**src/design/lem_pkg.sv**
```systemverilog
// Constants and types for the link error event monitor
// Notes on behaviour
// [RULE1] 16-bit sequence counts all raised events
// [RULE2] Events stamped with free-running 100 ms count
// [RULE3] Frame window in 100 ms, 1 s..1 min
// [RULE4] Frame event when count >= 32-bit threshold
// [RULE5] 32-bit errored frames in current frame window
// [RULE6] 64-bit errored frame total since OAM reset
// [RULE7] 32-bit count of frame events
// [RULE8] Period window counts received frames, 32-bit
// [RULE9] Period event when count >= 32-bit threshold
// [RULE10] 32-bit frame errors in current period window
// [RULE11] 64-bit period error total since OAM reset
// [RULE12] 32-bit count of period events
// [RULE13] Symbol window counts received symbols, 64-bit
// [RULE14] Symbol event when count >= 64-bit threshold
// [RULE15] 64-bit symbol errors in current window
// [RULE16] 64-bit symbol error total since OAM reset
// [RULE17] 32-bit count of symbol events
// [RULE18] Seconds event when errored seconds >= threshold
// [RULE19] 16-bit errored seconds in current window
// [RULE20] Window end: compare, clear, restart; reset totals
// [RULE21] Second errored if any errored frame
package lem_pkg;
    localparam int unsigned CLK_PERIOD_NS = 100;
    localparam int unsigned TICK_MS = 100;
    localparam int unsigned TICK_CYCLES = TICK_MS * 1000000 / CLK_PERIOD_NS;
    localparam logic [3:0] TICKS_PER_SEC = 4'hA;

    localparam logic [15:0] FRM_WIN_MIN = 16'h000A;
    localparam logic [15:0] FRM_WIN_MAX = 16'h0258;
    localparam logic [15:0] FRM_WIN_RST = 16'h000A;
    localparam logic [31:0] FRM_THR_RST = 32'h0000_0001;
    localparam logic [31:0] PER_WIN_RST = 32'h0000_2710;
    localparam logic [31:0] PER_THR_RST = 32'h0000_0001;
    localparam logic [63:0] SYM_WIN_RST = 64'h0000_0000_05F5_E100;
    localparam logic [63:0] SYM_THR_RST = 64'h0000_0000_0000_0001;
    localparam logic [15:0] SEC_WIN_RST = 16'h0258;
    localparam logic [15:0] SEC_THR_RST = 16'h0001;

    localparam int unsigned NUM_EV = 4;
    localparam int unsigned EV_FRM = 0;
    localparam int unsigned EV_PER = 1;
    localparam int unsigned EV_SYM = 2;
    localparam int unsigned EV_SEC = 3;

    localparam logic [7:0] A_FRM_WIN = 8'h00;
    localparam logic [7:0] A_FRM_THR = 8'h04;
    localparam logic [7:0] A_PER_WIN = 8'h08;
    localparam logic [7:0] A_PER_THR = 8'h0C;
    localparam logic [7:0] A_SYM_WIN_LO = 8'h10;
    localparam logic [7:0] A_SYM_WIN_HI = 8'h14;
    localparam logic [7:0] A_SYM_THR_LO = 8'h18;
    localparam logic [7:0] A_SYM_THR_HI = 8'h1C;
    localparam logic [7:0] A_SEC_WIN = 8'h20;
    localparam logic [7:0] A_SEC_THR = 8'h24;
    localparam logic [7:0] A_SEQ = 8'h28;
    localparam logic [7:0] A_NOW = 8'h2C;
    localparam logic [7:0] A_FRM_CNT = 8'h30;
    localparam logic [7:0] A_FRM_TOT_LO = 8'h34;
    localparam logic [7:0] A_FRM_TOT_HI = 8'h38;
    localparam logic [7:0] A_PER_CNT = 8'h3C;
    localparam logic [7:0] A_PER_TOT_LO = 8'h40;
    localparam logic [7:0] A_PER_TOT_HI = 8'h44;
    localparam logic [7:0] A_SYM_CNT_LO = 8'h48;
    localparam logic [7:0] A_SYM_CNT_HI = 8'h4C;
    localparam logic [7:0] A_SYM_TOT_LO = 8'h50;
    localparam logic [7:0] A_SYM_TOT_HI = 8'h54;
    localparam logic [7:0] A_SEC_CNT = 8'h58;
    localparam logic [7:0] A_SEC_TOT = 8'h5C;
    localparam logic [7:0] A_EV_TS = 8'h60;
    localparam logic [7:0] A_EV_CNT = 8'h70;

    typedef struct packed {
        logic [7:0] addr;
        logic [31:0] wdata;
        logic wr;
        logic rd;
    } lem_bus_req_t;

    typedef struct packed {
        logic frame;
        logic frame_err;
        logic symbol;
        logic symbol_err;
    } lem_port_obs_t;
endpackage : lem_pkg

```
**src/design/lem_monitor.sv**
```systemverilog
// Link error event monitor: windows, thresholds, totals, register port
//
// The implementer's own choices: the register addresses and the strobed register port.
`timescale 1ns/1ns
`default_nettype none
module lem_monitor #(
    parameter int unsigned TICK_CYCLES = lem_pkg::TICK_CYCLES
) (
    input wire logic sys_clk_in,
    input wire logic reset_n_in,
    input wire logic ce_in,
    input wire logic oam_reset_in,
    input wire lem_pkg::lem_port_obs_t obs_in,
    input wire lem_pkg::lem_bus_req_t bus_req_in,
    output logic [31:0] rdata_out,
    output logic [3:0] event_out,
    output logic [15:0] seq_out
);
    localparam int TW = $clog2(TICK_CYCLES);

    function automatic logic [15:0] clamp_win(input logic [15:0] v);
        if (v < lem_pkg::FRM_WIN_MIN) begin
            return lem_pkg::FRM_WIN_MIN;
        end else if (v > lem_pkg::FRM_WIN_MAX) begin
            return lem_pkg::FRM_WIN_MAX;
        end
        return v;
    endfunction : clamp_win

    function automatic logic win_done16(input logic [15:0] c,
                                        input logic [15:0] w);
        return ({1'b0, c} + 17'h00001) >= {1'b0, w};
    endfunction : win_done16

    logic [TW-1:0] tick_div;
    logic tick;
    logic [15:0] now;
    logic [15:0] frm_win;
    logic [31:0] frm_thr;
    logic [31:0] per_win;
    logic [31:0] per_thr;
    logic [63:0] sym_win;
    logic [63:0] sym_thr;
    logic [15:0] sec_win;
    logic [15:0] sec_thr;
    logic [15:0] frm_ticks;
    logic [31:0] frm_cnt;
    logic [63:0] frm_tot;
    logic [31:0] per_frames;
    logic [31:0] per_cnt;
    logic [63:0] per_tot;
    logic [63:0] sym_syms;
    logic [63:0] sym_cnt;
    logic [63:0] sym_tot;
    logic [3:0] sec_sub;
    logic sec_flag;
    logic [15:0] sec_ticks;
    logic [15:0] sec_cnt;
    logic [31:0] sec_tot;
    logic [15:0] ev_ts [lem_pkg::NUM_EV];
    logic [31:0] ev_cnt [lem_pkg::NUM_EV];
    logic [3:0] ev_raise;
    logic run;
    logic wr;
    logic frm_end, per_end, sym_end, sec_end, sec_tick_end, err_sec;
    logic [31:0] next_frm_cnt, next_per_cnt;
    logic [63:0] next_sym_cnt;
    logic [15:0] next_sec_cnt;
    logic [31:0] rd_mux;

    assign run = ce_in && !oam_reset_in;
    assign wr = ce_in && bus_req_in.wr;

    // 100 ms tick from the system clock
    always_ff @(posedge sys_clk_in or negedge reset_n_in) begin
        if (!reset_n_in) begin
            tick_div <= '0;
            tick <= 1'b0;
        end else if (ce_in) begin
            if (tick_div == TW'(TICK_CYCLES - 1)) begin
                tick_div <= '0;
                tick <= 1'b1;
            end else begin
                tick_div <= tick_div + 1'b1;
                tick <= 1'b0;
            end
        end
    end

    // Free-running timestamp, untouched by the OAM reset
    always_ff @(posedge sys_clk_in or negedge reset_n_in) begin
        if (!reset_n_in) begin
            now <= '0;
        end else if (ce_in && tick) begin
            now <= now + 16'h0001; // [RULE2]
        end
    end

    // Configuration writes
    always_ff @(posedge sys_clk_in or negedge reset_n_in) begin
        if (!reset_n_in) begin
            frm_win <= lem_pkg::FRM_WIN_RST;
            frm_thr <= lem_pkg::FRM_THR_RST;
            per_win <= lem_pkg::PER_WIN_RST;
            per_thr <= lem_pkg::PER_THR_RST;
            sym_win <= lem_pkg::SYM_WIN_RST;
            sym_thr <= lem_pkg::SYM_THR_RST;
            sec_win <= lem_pkg::SEC_WIN_RST;
            sec_thr <= lem_pkg::SEC_THR_RST;
        end else if (wr) begin
            case (bus_req_in.addr)
                lem_pkg::A_FRM_WIN: begin
                    frm_win <= clamp_win(bus_req_in.wdata[15:0]); // [RULE3]
                end
                lem_pkg::A_FRM_THR: frm_thr <= bus_req_in.wdata;
                lem_pkg::A_PER_WIN: per_win <= bus_req_in.wdata;
                lem_pkg::A_PER_THR: per_thr <= bus_req_in.wdata;
                lem_pkg::A_SYM_WIN_LO: sym_win[31:0] <= bus_req_in.wdata;
                lem_pkg::A_SYM_WIN_HI: sym_win[63:32] <= bus_req_in.wdata;
                lem_pkg::A_SYM_THR_LO: sym_thr[31:0] <= bus_req_in.wdata;
                lem_pkg::A_SYM_THR_HI: sym_thr[63:32] <= bus_req_in.wdata;
                lem_pkg::A_SEC_WIN: sec_win <= bus_req_in.wdata[15:0];
                lem_pkg::A_SEC_THR: sec_thr <= bus_req_in.wdata[15:0];
                default: ;
            endcase
        end
    end

    // Window ends and the counts that they judge
    always_comb begin
        frm_end = tick && win_done16(frm_ticks, frm_win); // [RULE3]
        per_end = obs_in.frame &&
            ({1'b0, per_frames} + 33'h1 >= {1'b0, per_win}); // [RULE8]
        sym_end = obs_in.symbol &&
            ({1'b0, sym_syms} + 65'h1 >= {1'b0, sym_win}); // [RULE13]
        sec_end = tick && win_done16(sec_ticks, sec_win);
        sec_tick_end = tick && (sec_sub == lem_pkg::TICKS_PER_SEC - 4'h1);
        err_sec = sec_tick_end && (sec_flag || obs_in.frame_err); // [RULE21]
        next_frm_cnt = frm_cnt + {31'h0, obs_in.frame_err};
        next_per_cnt = per_cnt + {31'h0, obs_in.frame_err};
        next_sym_cnt = sym_cnt + {63'h0, obs_in.symbol_err};
        next_sec_cnt = sec_cnt + {15'h0, err_sec};
        ev_raise[lem_pkg::EV_FRM] = frm_end && next_frm_cnt >= frm_thr; // [RULE4]
        ev_raise[lem_pkg::EV_PER] = per_end && next_per_cnt >= per_thr; // [RULE9]
        ev_raise[lem_pkg::EV_SYM] = sym_end && next_sym_cnt >= sym_thr; // [RULE14]
        ev_raise[lem_pkg::EV_SEC] = sec_end && next_sec_cnt >= sec_thr; // [RULE18]
    end

    // Errored frame window
    always_ff @(posedge sys_clk_in or negedge reset_n_in) begin
        if (!reset_n_in) begin
            frm_ticks <= '0;
            frm_cnt <= '0;
            frm_tot <= '0;
        end else if (ce_in && oam_reset_in) begin
            frm_ticks <= '0;
            frm_cnt <= '0;
            frm_tot <= '0; // [RULE20]
        end else if (ce_in) begin
            frm_tot <= frm_tot + {63'h0, obs_in.frame_err}; // [RULE6]
            if (frm_end) begin
                frm_ticks <= '0;
                frm_cnt <= '0; // [RULE20]
            end else begin
                frm_ticks <= frm_ticks + {15'h0, tick};
                frm_cnt <= next_frm_cnt; // [RULE5]
            end
        end
    end

    // Frame period window
    always_ff @(posedge sys_clk_in or negedge reset_n_in) begin
        if (!reset_n_in) begin
            per_frames <= '0;
            per_cnt <= '0;
            per_tot <= '0;
        end else if (ce_in && oam_reset_in) begin
            per_frames <= '0;
            per_cnt <= '0;
            per_tot <= '0; // [RULE20]
        end else if (ce_in) begin
            per_tot <= per_tot + {63'h0, obs_in.frame_err}; // [RULE11]
            if (per_end) begin
                per_frames <= '0;
                per_cnt <= '0; // [RULE20]
            end else begin
                per_frames <= per_frames + {31'h0, obs_in.frame};
                per_cnt <= next_per_cnt; // [RULE10]
            end
        end
    end

    // Symbol period window
    always_ff @(posedge sys_clk_in or negedge reset_n_in) begin
        if (!reset_n_in) begin
            sym_syms <= '0;
            sym_cnt <= '0;
            sym_tot <= '0;
        end else if (ce_in && oam_reset_in) begin
            sym_syms <= '0;
            sym_cnt <= '0;
            sym_tot <= '0; // [RULE20]
        end else if (ce_in) begin
            sym_tot <= sym_tot + {63'h0, obs_in.symbol_err}; // [RULE16]
            if (sym_end) begin
                sym_syms <= '0;
                sym_cnt <= '0; // [RULE20]
            end else begin
                sym_syms <= sym_syms + {63'h0, obs_in.symbol};
                sym_cnt <= next_sym_cnt; // [RULE15]
            end
        end
    end

    // Errored frame seconds summary window
    always_ff @(posedge sys_clk_in or negedge reset_n_in) begin
        if (!reset_n_in) begin
            sec_sub <= '0;
            sec_flag <= 1'b0;
            sec_ticks <= '0;
            sec_cnt <= '0;
            sec_tot <= '0;
        end else if (ce_in && oam_reset_in) begin
            sec_sub <= '0;
            sec_flag <= 1'b0;
            sec_ticks <= '0;
            sec_cnt <= '0;
            sec_tot <= '0; // [RULE20]
        end else if (ce_in) begin
            sec_tot <= sec_tot + {31'h0, err_sec};
            if (sec_tick_end) begin
                sec_sub <= '0;
                sec_flag <= 1'b0;
            end else begin
                sec_sub <= sec_sub + {3'h0, tick};
                sec_flag <= sec_flag || obs_in.frame_err; // [RULE21]
            end
            if (sec_end) begin
                sec_ticks <= '0;
                sec_cnt <= '0; // [RULE20]
            end else begin
                sec_ticks <= sec_ticks + {15'h0, tick};
                sec_cnt <= next_sec_cnt; // [RULE19]
            end
        end
    end

    // Per-event stamp and event counters
    for (genvar i = 0; i < lem_pkg::NUM_EV; i++) begin : g_ev
        always_ff @(posedge sys_clk_in or negedge reset_n_in) begin
            if (!reset_n_in) begin
                ev_ts[i] <= '0;
                ev_cnt[i] <= '0;
            end else if (ce_in && oam_reset_in) begin
                ev_ts[i] <= '0;
                ev_cnt[i] <= '0; // [RULE20]
            end else if (ce_in && ev_raise[i]) begin
                ev_ts[i] <= now; // [RULE2]
                ev_cnt[i] <= ev_cnt[i] + 32'h0000_0001; // [RULE7] [RULE12] [RULE17]
            end
        end
    end

    // Event pulses and sequence number
    always_ff @(posedge sys_clk_in or negedge reset_n_in) begin
        if (!reset_n_in) begin
            event_out <= '0;
            seq_out <= '0;
        end else if (ce_in) begin
            event_out <= run ? ev_raise : 4'h0;
            if (oam_reset_in) begin
                seq_out <= '0;
            end else begin
                seq_out <= seq_out + 16'($countones(ev_raise)); // [RULE1]
            end
        end
    end

    always_comb begin
        rd_mux = 32'h0000_0000;
        case (bus_req_in.addr)
            lem_pkg::A_FRM_WIN: rd_mux = {16'h0, frm_win};
            lem_pkg::A_FRM_THR: rd_mux = frm_thr;
            lem_pkg::A_PER_WIN: rd_mux = per_win;
            lem_pkg::A_PER_THR: rd_mux = per_thr;
            lem_pkg::A_SYM_WIN_LO: rd_mux = sym_win[31:0];
            lem_pkg::A_SYM_WIN_HI: rd_mux = sym_win[63:32];
            lem_pkg::A_SYM_THR_LO: rd_mux = sym_thr[31:0];
            lem_pkg::A_SYM_THR_HI: rd_mux = sym_thr[63:32];
            lem_pkg::A_SEC_WIN: rd_mux = {16'h0, sec_win};
            lem_pkg::A_SEC_THR: rd_mux = {16'h0, sec_thr};
            lem_pkg::A_SEQ: rd_mux = {16'h0, seq_out};
            lem_pkg::A_NOW: rd_mux = {16'h0, now};
            lem_pkg::A_FRM_CNT: rd_mux = frm_cnt;
            lem_pkg::A_FRM_TOT_LO: rd_mux = frm_tot[31:0];
            lem_pkg::A_FRM_TOT_HI: rd_mux = frm_tot[63:32];
            lem_pkg::A_PER_CNT: rd_mux = per_cnt;
            lem_pkg::A_PER_TOT_LO: rd_mux = per_tot[31:0];
            lem_pkg::A_PER_TOT_HI: rd_mux = per_tot[63:32];
            lem_pkg::A_SYM_CNT_LO: rd_mux = sym_cnt[31:0];
            lem_pkg::A_SYM_CNT_HI: rd_mux = sym_cnt[63:32];
            lem_pkg::A_SYM_TOT_LO: rd_mux = sym_tot[31:0];
            lem_pkg::A_SYM_TOT_HI: rd_mux = sym_tot[63:32];
            lem_pkg::A_SEC_CNT: rd_mux = {16'h0, sec_cnt};
            lem_pkg::A_SEC_TOT: rd_mux = sec_tot;
            default: begin
                if (bus_req_in.addr[7:4] == lem_pkg::A_EV_TS[7:4]) begin
                    rd_mux = {16'h0, ev_ts[bus_req_in.addr[3:2]]};
                end else if (bus_req_in.addr[7:4] == lem_pkg::A_EV_CNT[7:4]) begin
                    rd_mux = ev_cnt[bus_req_in.addr[3:2]];
                end
            end
        endcase
    end

    // Read data stands only in the cycle after the strobe
    always_ff @(posedge sys_clk_in or negedge reset_n_in) begin
        if (!reset_n_in) begin
            rdata_out <= '0;
        end else if (ce_in) begin
            rdata_out <= bus_req_in.rd ? rd_mux : 32'h0000_0000;
        end
    end
endmodule : lem_monitor
`default_nettype wire

```
**config.mk**
```make
export PLATFORM = sky130hd
export DESIGN_NAME = lem_monitor
export DESIGN_NICKNAME = d
export VERILOG_FILES = /design/src/design/lem_pkg.sv /design/src/design/lem_monitor.sv
export SDC_FILE = /design/constraint.sdc
export NUM_CORES = 2
export LEC_CHECK = 0
export BUFFER_PORTS_ARGS = -buffer_cell sky130_fd_sc_hd__buf_4
export CAP_MARGIN = 5
export CORE_UTILIZATION = 45
export CTS_BUF_LIST = sky130_fd_sc_hd__clkbuf_2 sky130_fd_sc_hd__clkbuf_4 sky130_fd_sc_hd__clkbuf_8
export DETAILED_ROUTE_END_ITERATION = 16
export PLACE_DENSITY = 0.61
export SLEW_MARGIN = 20
export SYNTH_ARGS = -nofsm -noshare
export SYNTH_HDL_FRONTEND = slang
export SYNTH_SLANG_ARGS = --single-unit
```
**constraint.sdc**
```tcl
create_clock -name sys_clk_in -period 18.7 [get_ports sys_clk_in]
set_input_delay 1.87 -clock sys_clk_in [delete_from_list [all_inputs] [get_ports sys_clk_in]]
set_output_delay 1.87 -clock sys_clk_in [all_outputs]
set_load 0.05 [all_outputs]
```
==> impl_metrics.xml <==
<?xml version="1.0" encoding="UTF-8"?>
<metrics>
  <group name="hold_path">
    <metric name="min_path_type" unit="">reg -&gt; reg</metric>
  </group>
  <group name="floorplan">
    <metric name="dieArea" unit="um2">145200</metric>
    <metric name="initial_utilization" unit="">0.4551</metric>
    <metric name="design.portCount" unit="">102</metric>
    <metric name="placeableCoreArea" unit="um2">142100</metric>
    <metric name="die_w" unit="um">381.1</metric>
    <metric name="dieHeight" unit="um">381.1</metric>
    <metric name="std_cell_rows" unit="">138</metric>
  </group>
  <group name="timing">
    <metric name="max-slew-margin-rel" unit="">0.07446</metric>
    <metric name="max_freq" unit="MHz">113.4</metric>
    <metric name="tightest_slew" unit="ns">1.353</metric>
    <metric name="layout_min_cycle_time" unit="ns">8.821</metric>
    <metric name="final.setup.tns" unit="ns">0</metric>
    <metric name="grt_setup_unrepaired" unit="">false</metric>
    <metric name="finalSetupViolations" unit="">0</metric>
    <metric name="layout_setup_ws" unit="ns">9.879</metric>
    <metric name="report.final.slew_viol_count" unit="">0</metric>
    <metric name="min_period_over_period" unit="">0.4717</metric>
    <metric name="final_hold_viol_count" unit="">0</metric>
    <metric name="finalClockSkew" unit="ns">0.05461</metric>
  </group>
  <group name="clocking">
    <metric name="ctsHoldBuffers" unit="">0</metric>
    <metric name="clock-sinks" unit="">1054</metric>
    <metric name="numCtsBuffers" unit="">195</metric>
    <metric name="clk-insertion-delay-late" unit="ns">0.98</metric>
    <metric name="clock_tree_from_tritoncts" unit="">yes</metric>
    <metric name="ctsResizeCount" unit="">0</metric>
    <metric name="ctsHtreeMaxLevel" unit="">4</metric>
    <metric name="cts_setup_buffers" unit="">0</metric>
    <metric name="longest_clk_path_bufs" unit="">3</metric>
    <metric name="clkTransAtPathRegs" unit="ns">0.06</metric>
    <metric name="cts_root_buf" unit="">clkbuf_8</metric>
  </group>
  <group name="synth">
    <metric name="synth.lib_cells_used.distinct" unit="">90</metric>
    <metric name="synth_sequential_area_ratio" unit="">0.4084</metric>
    <metric name="synth-edff-count" unit="">0</metric>
    <metric name="synth-warning-count" unit="">0</metric>
    <metric name="synth_flop_cell" unit="">dfrtp_1</metric>
    <metric name="share_of_flip_flops_with_an_asynchronous_set_or_reset" unit="">1.000</metric>
    <metric name="post_synth_inst_count" unit="">6870</metric>
    <metric name="synth.cell_area" unit="um2">64660</metric>
    <metric name="synthesis.nets" unit="">7232</metric>
    <metric name="postSynthAreaPerCell" unit="um2">9.413</metric>
    <metric name="total_of_flip_flops_plus_latches_after_synthesis" unit="">1054</metric>
  </group>
  <group name="job">
    <metric name="max_cap_viol_count" unit="">0</metric>
  </group>
  <group name="critical_path">
    <metric name="cp_num_cells" unit="">26</metric>
    <metric name="timing.critical_path.to" unit="">seq_out[12]$_DFFE_PN0P_</metric>
    <metric name="buffers_inverters_on_critical_path" unit="">1</metric>
    <metric name="crit_path_start" unit="">obs_in[0]</metric>
    <metric name="r2r-start" unit="">sym_cnt[0]$_DFFE_PN0P_</metric>
    <metric name="timing.critical_path.required" unit="ns">19.53</metric>
    <metric name="arrival" unit="ns">9.65</metric>
    <metric name="flop_to_flop_setup_slack" unit="ns">10.35</metric>
    <metric name="crit_slowest_cell" unit="">nor4_2</metric>
    <metric name="biggest_fanout_along_the_worst_timing_path" unit="">13</metric>
    <metric name="r2r_cells" unit="">25</metric>
    <metric name="critPathKind" unit="">in -&gt; reg</metric>
    <metric name="timing.critical_path.slowest_cell_delay" unit="ns">0.65</metric>
    <metric name="worst_r2r_endpoint" unit="">seq_out[12]$_DFFE_PN0P_</metric>
    <metric name="critical_path.endpoint_type" unit="">flop</metric>
    <metric name="cp-start-kind" unit="">input pin</metric>
    <metric name="cell_family_with_most_cp_delay" unit="">simple AND/OR/NAND/NOR gates</metric>
  </group>
  <group name="routing">
    <metric name="drt-total-wl" unit="um">265300</metric>
    <metric name="detailed_routing_wirelength_on_met1" unit="um">106200</metric>
    <metric name="highest_layer" unit="">met5</metric>
    <metric name="avgViaCountPerCell" unit="">6.534</metric>
    <metric name="routedWlPerCell" unit="um">29.79</metric>
    <metric name="via_count" unit="">58200</metric>
    <metric name="wl_met2" unit="um">113900</metric>
    <metric name="detailedRoute.firstPassIterationCount" unit="">7</metric>
    <metric name="post-route-drc-count" unit="">0</metric>
    <metric name="drt.antenna.violating_nets" unit="">0</metric>
    <metric name="initialDrtViolationCount" unit="">7294</metric>
    <metric name="met3WireLength" unit="um">28290</metric>
  </group>
  <group name="pwr">
    <metric name="total_leakage_power" unit="uW">0.03168</metric>
    <metric name="p_clk_frac" unit="">0.453</metric>
    <metric name="power-per-cell-area" unit="nW/um2">77.73</metric>
    <metric name="power_report.internal_total" unit="uW">3904</metric>
    <metric name="power.share.sequential" unit="">0.436</metric>
    <metric name="power.net_switching" unit="uW">1657</metric>
    <metric name="vdd.ir_drop.worst" unit="V">0.00005965</metric>
    <metric name="power.share.switching" unit="">0.2980</metric>
    <metric name="power_frac_comb" unit="">0.111</metric>
  </group>
  <group name="grt">
    <metric name="largest_net_degree_at_the_start_of_global_routing" unit="">198</metric>
    <metric name="grt_overflow_total" unit="">0</metric>
    <metric name="grt_first_pass_wirelength" unit="um">385300</metric>
    <metric name="overall_global_routing_usage" unit="">0.3602</metric>
    <metric name="initial_antenna_violation_count" unit="">35</metric>
    <metric name="first_global_vias" unit="">55326</metric>
  </group>
  <group name="placed_design">
    <metric name="portBuffers" unit="">101</metric>
    <metric name="hpwl" unit="um">192500</metric>
    <metric name="preCtsSetupSlack" unit="ns">9.028</metric>
    <metric name="place_congestion" unit="">1.003</metric>
  </group>
  <group name="finish">
    <metric name="drive_above_1_share" unit="">0.1399</metric>
    <metric name="most_common_cell_after_layout_fill_and_taps_aside" unit="">dfrtp_1</metric>
    <metric name="final_nets" unit="">7209</metric>
    <metric name="commonest_cells_after_routing_fill_and_taps_aside" unit="">dfrtp_1, nand2_1, nor2_1</metric>
    <metric name="area_delta_synth_final" unit="%">10.64</metric>
  </group>
  <group name="outcome">
    <metric name="outcome" unit="">completed</metric>
  </group>
</metrics>
cell usage after synthesis, drive strengths merged, types with 14 or more instances:
library cell	count	area [um2]
or2	14	90.09
a21o	87	653.1
a211oi	14	122.6
o31ai	43	322.8
a222oi	32	320.3
buf	83	364.1
a2111oi	26	265.3
nor3	122	651.9
dfstp	27	709.4
or4	38	285.3
o21ai	262	1315
nand2	527	1983
o32ai	16	140.1
a32oi	18	157.7
and3	153	957.2
xor2	231	2023
and4	54	473.0
a22o	258	2260
mux2	249	2804
nand3	357	1787
nor2b	28	175.2
inv	406	1524
a31o	14	122.6
xnor2	234	2049
clkbuf	336	1261
mux2i	36	360.4
a211o	24	210.2
nand2b	23	143.9
nor4	62	419.2
nor2	536	2014
o21a	18	135.1
a22oi	166	1246
a221oi	70	613.1
ha	309	3866
or3	109	686.9
nand4	214	1339
dfrtp	1027	25700
a21oi	260	1301
a31oi	53	331.6
and2	35	219.0
mux4	48	1081
o2bb2ai	69	604.3
o311ai	26	227.7
o211ai	46	345.3
stage by stage:
step	std cells	instance area (um2)	power, uW	hold slack (ns)	util
2_1_floorplan	6870	64660	2766	0.4567	-
3_3_place_gp	8539	67140	3059	0.4722	0.4725
3_5_place_dp	8539	67140	3068	0.4742	0.4725
4_1_cts	8896	71500	5579	0.4882	0.5032
5_1_grt	8899	71520	5727	0.5017	0.5033
6_report	8907	71540	5561	0.4816	0.5035
power groups by stage:
| stage | clock network (uW) | logic [uW] | registers, uW |
|---|---|---|---|
| 2_1_floorplan | 0 | 326 | 2440 |
| 3_3_place_gp | 0 | 600 | 2460 |
| 3_5_place_dp | 0 | 607 | 2460 |
| 4_1_cts | 2550 | 609 | 2420 |
| 5_1_grt | 2640 | 657 | 2430 |
| 6_report | 2520 | 617 | 2430 |
registers in the layout, indices dropped and copies added, names as in the netlist, 64 cells and up:
name / cells
frm_tot: 64
ev_ts: 64
sym_tot: 64
sym_syms: 64
ev_cnt: 128
sym_win: 64
sym_cnt: 64
per_tot: 64
sym_thr: 64
worst register-to-register path, cell delays in order (launching register included):
cell and delay [ns]:
dfrtp_1 0.51, ha_1 0.28, ha_1 0.26, nand4_1 0.23
nor4_2 0.65, and3_1 0.34, nand3_1 0.21, nor3_2 0.57
and3_1 0.33, nand3_1 0.17, xnor2_1 0.19, ha_1 0.30
nand4_1 0.11, or3_1 0.45, nand3b_1 0.23, a311oi_1 0.32
nor4_1 0.11, and2_1 0.41, a21o_2 0.38, fa_1 0.48
fa_1 0.50, fa_1 0.47, nor2_1 0.35, nand3_1 0.15
xor2_1 0.16, nor2_1 0.05
how the worst min path moves through the flow:
stage | start | endpoint | cells after the start
finish | event_out[1]$_DFFE_PN0P_ | event_out[1]$_DFFE_PN0P_ | 1
global route | event_out[1]$_DFFE_PN0P_ | event_out[1]$_DFFE_PN0P_ | 1
CTS | event_out[1]$_DFFE_PN0P_ | event_out[1]$_DFFE_PN0P_ | 1
detailed placement | event_out[1]$_DFFE_PN0P_ | event_out[1]$_DFFE_PN0P_ | 1
global placement | event_out[1]$_DFFE_PN0P_ | event_out[1]$_DFFE_PN0P_ | 1
floorplan | tick_div[11]$_DFFE_PN0P_ | tick_div[11]$_DFFE_PN0P_ | 1
cell type report:
cell class,count,area (um2)
clock inverter,47,465.4
antenna,10,25.02
fill,13148,70560
inverter,407,1535
timing repair buffer,199,1568
tap,1890,2365
multi-input combinational,4990,35290
clock buffer,310,3891
sequential,1054,26410
cell families (layout without fill, tap and decap cells):
logic type	count (synthesis)	after routing	synth area share
XOR/XNOR	465	465	0.06298
buffers and inverters	826	963	0.04876
other	0	10	0
flip-flops	1054	1054	0.4084
AND/OR/NAND/NOR	2294	2294	0.1764
multiplexers	333	333	0.06565
AO/OA/AOI/OAI	1586	1586	0.1770
adder cells (fa/ha/maj)	312	312	0.06072
layer usage:
metal	vias up	track usage
met3	749	0.09088
met4	22	0.2038
met5	-	0
li1	25289	-
met1	28941	0.4792
met2	3199	0.5323
(Power assumes the default switching activity.)
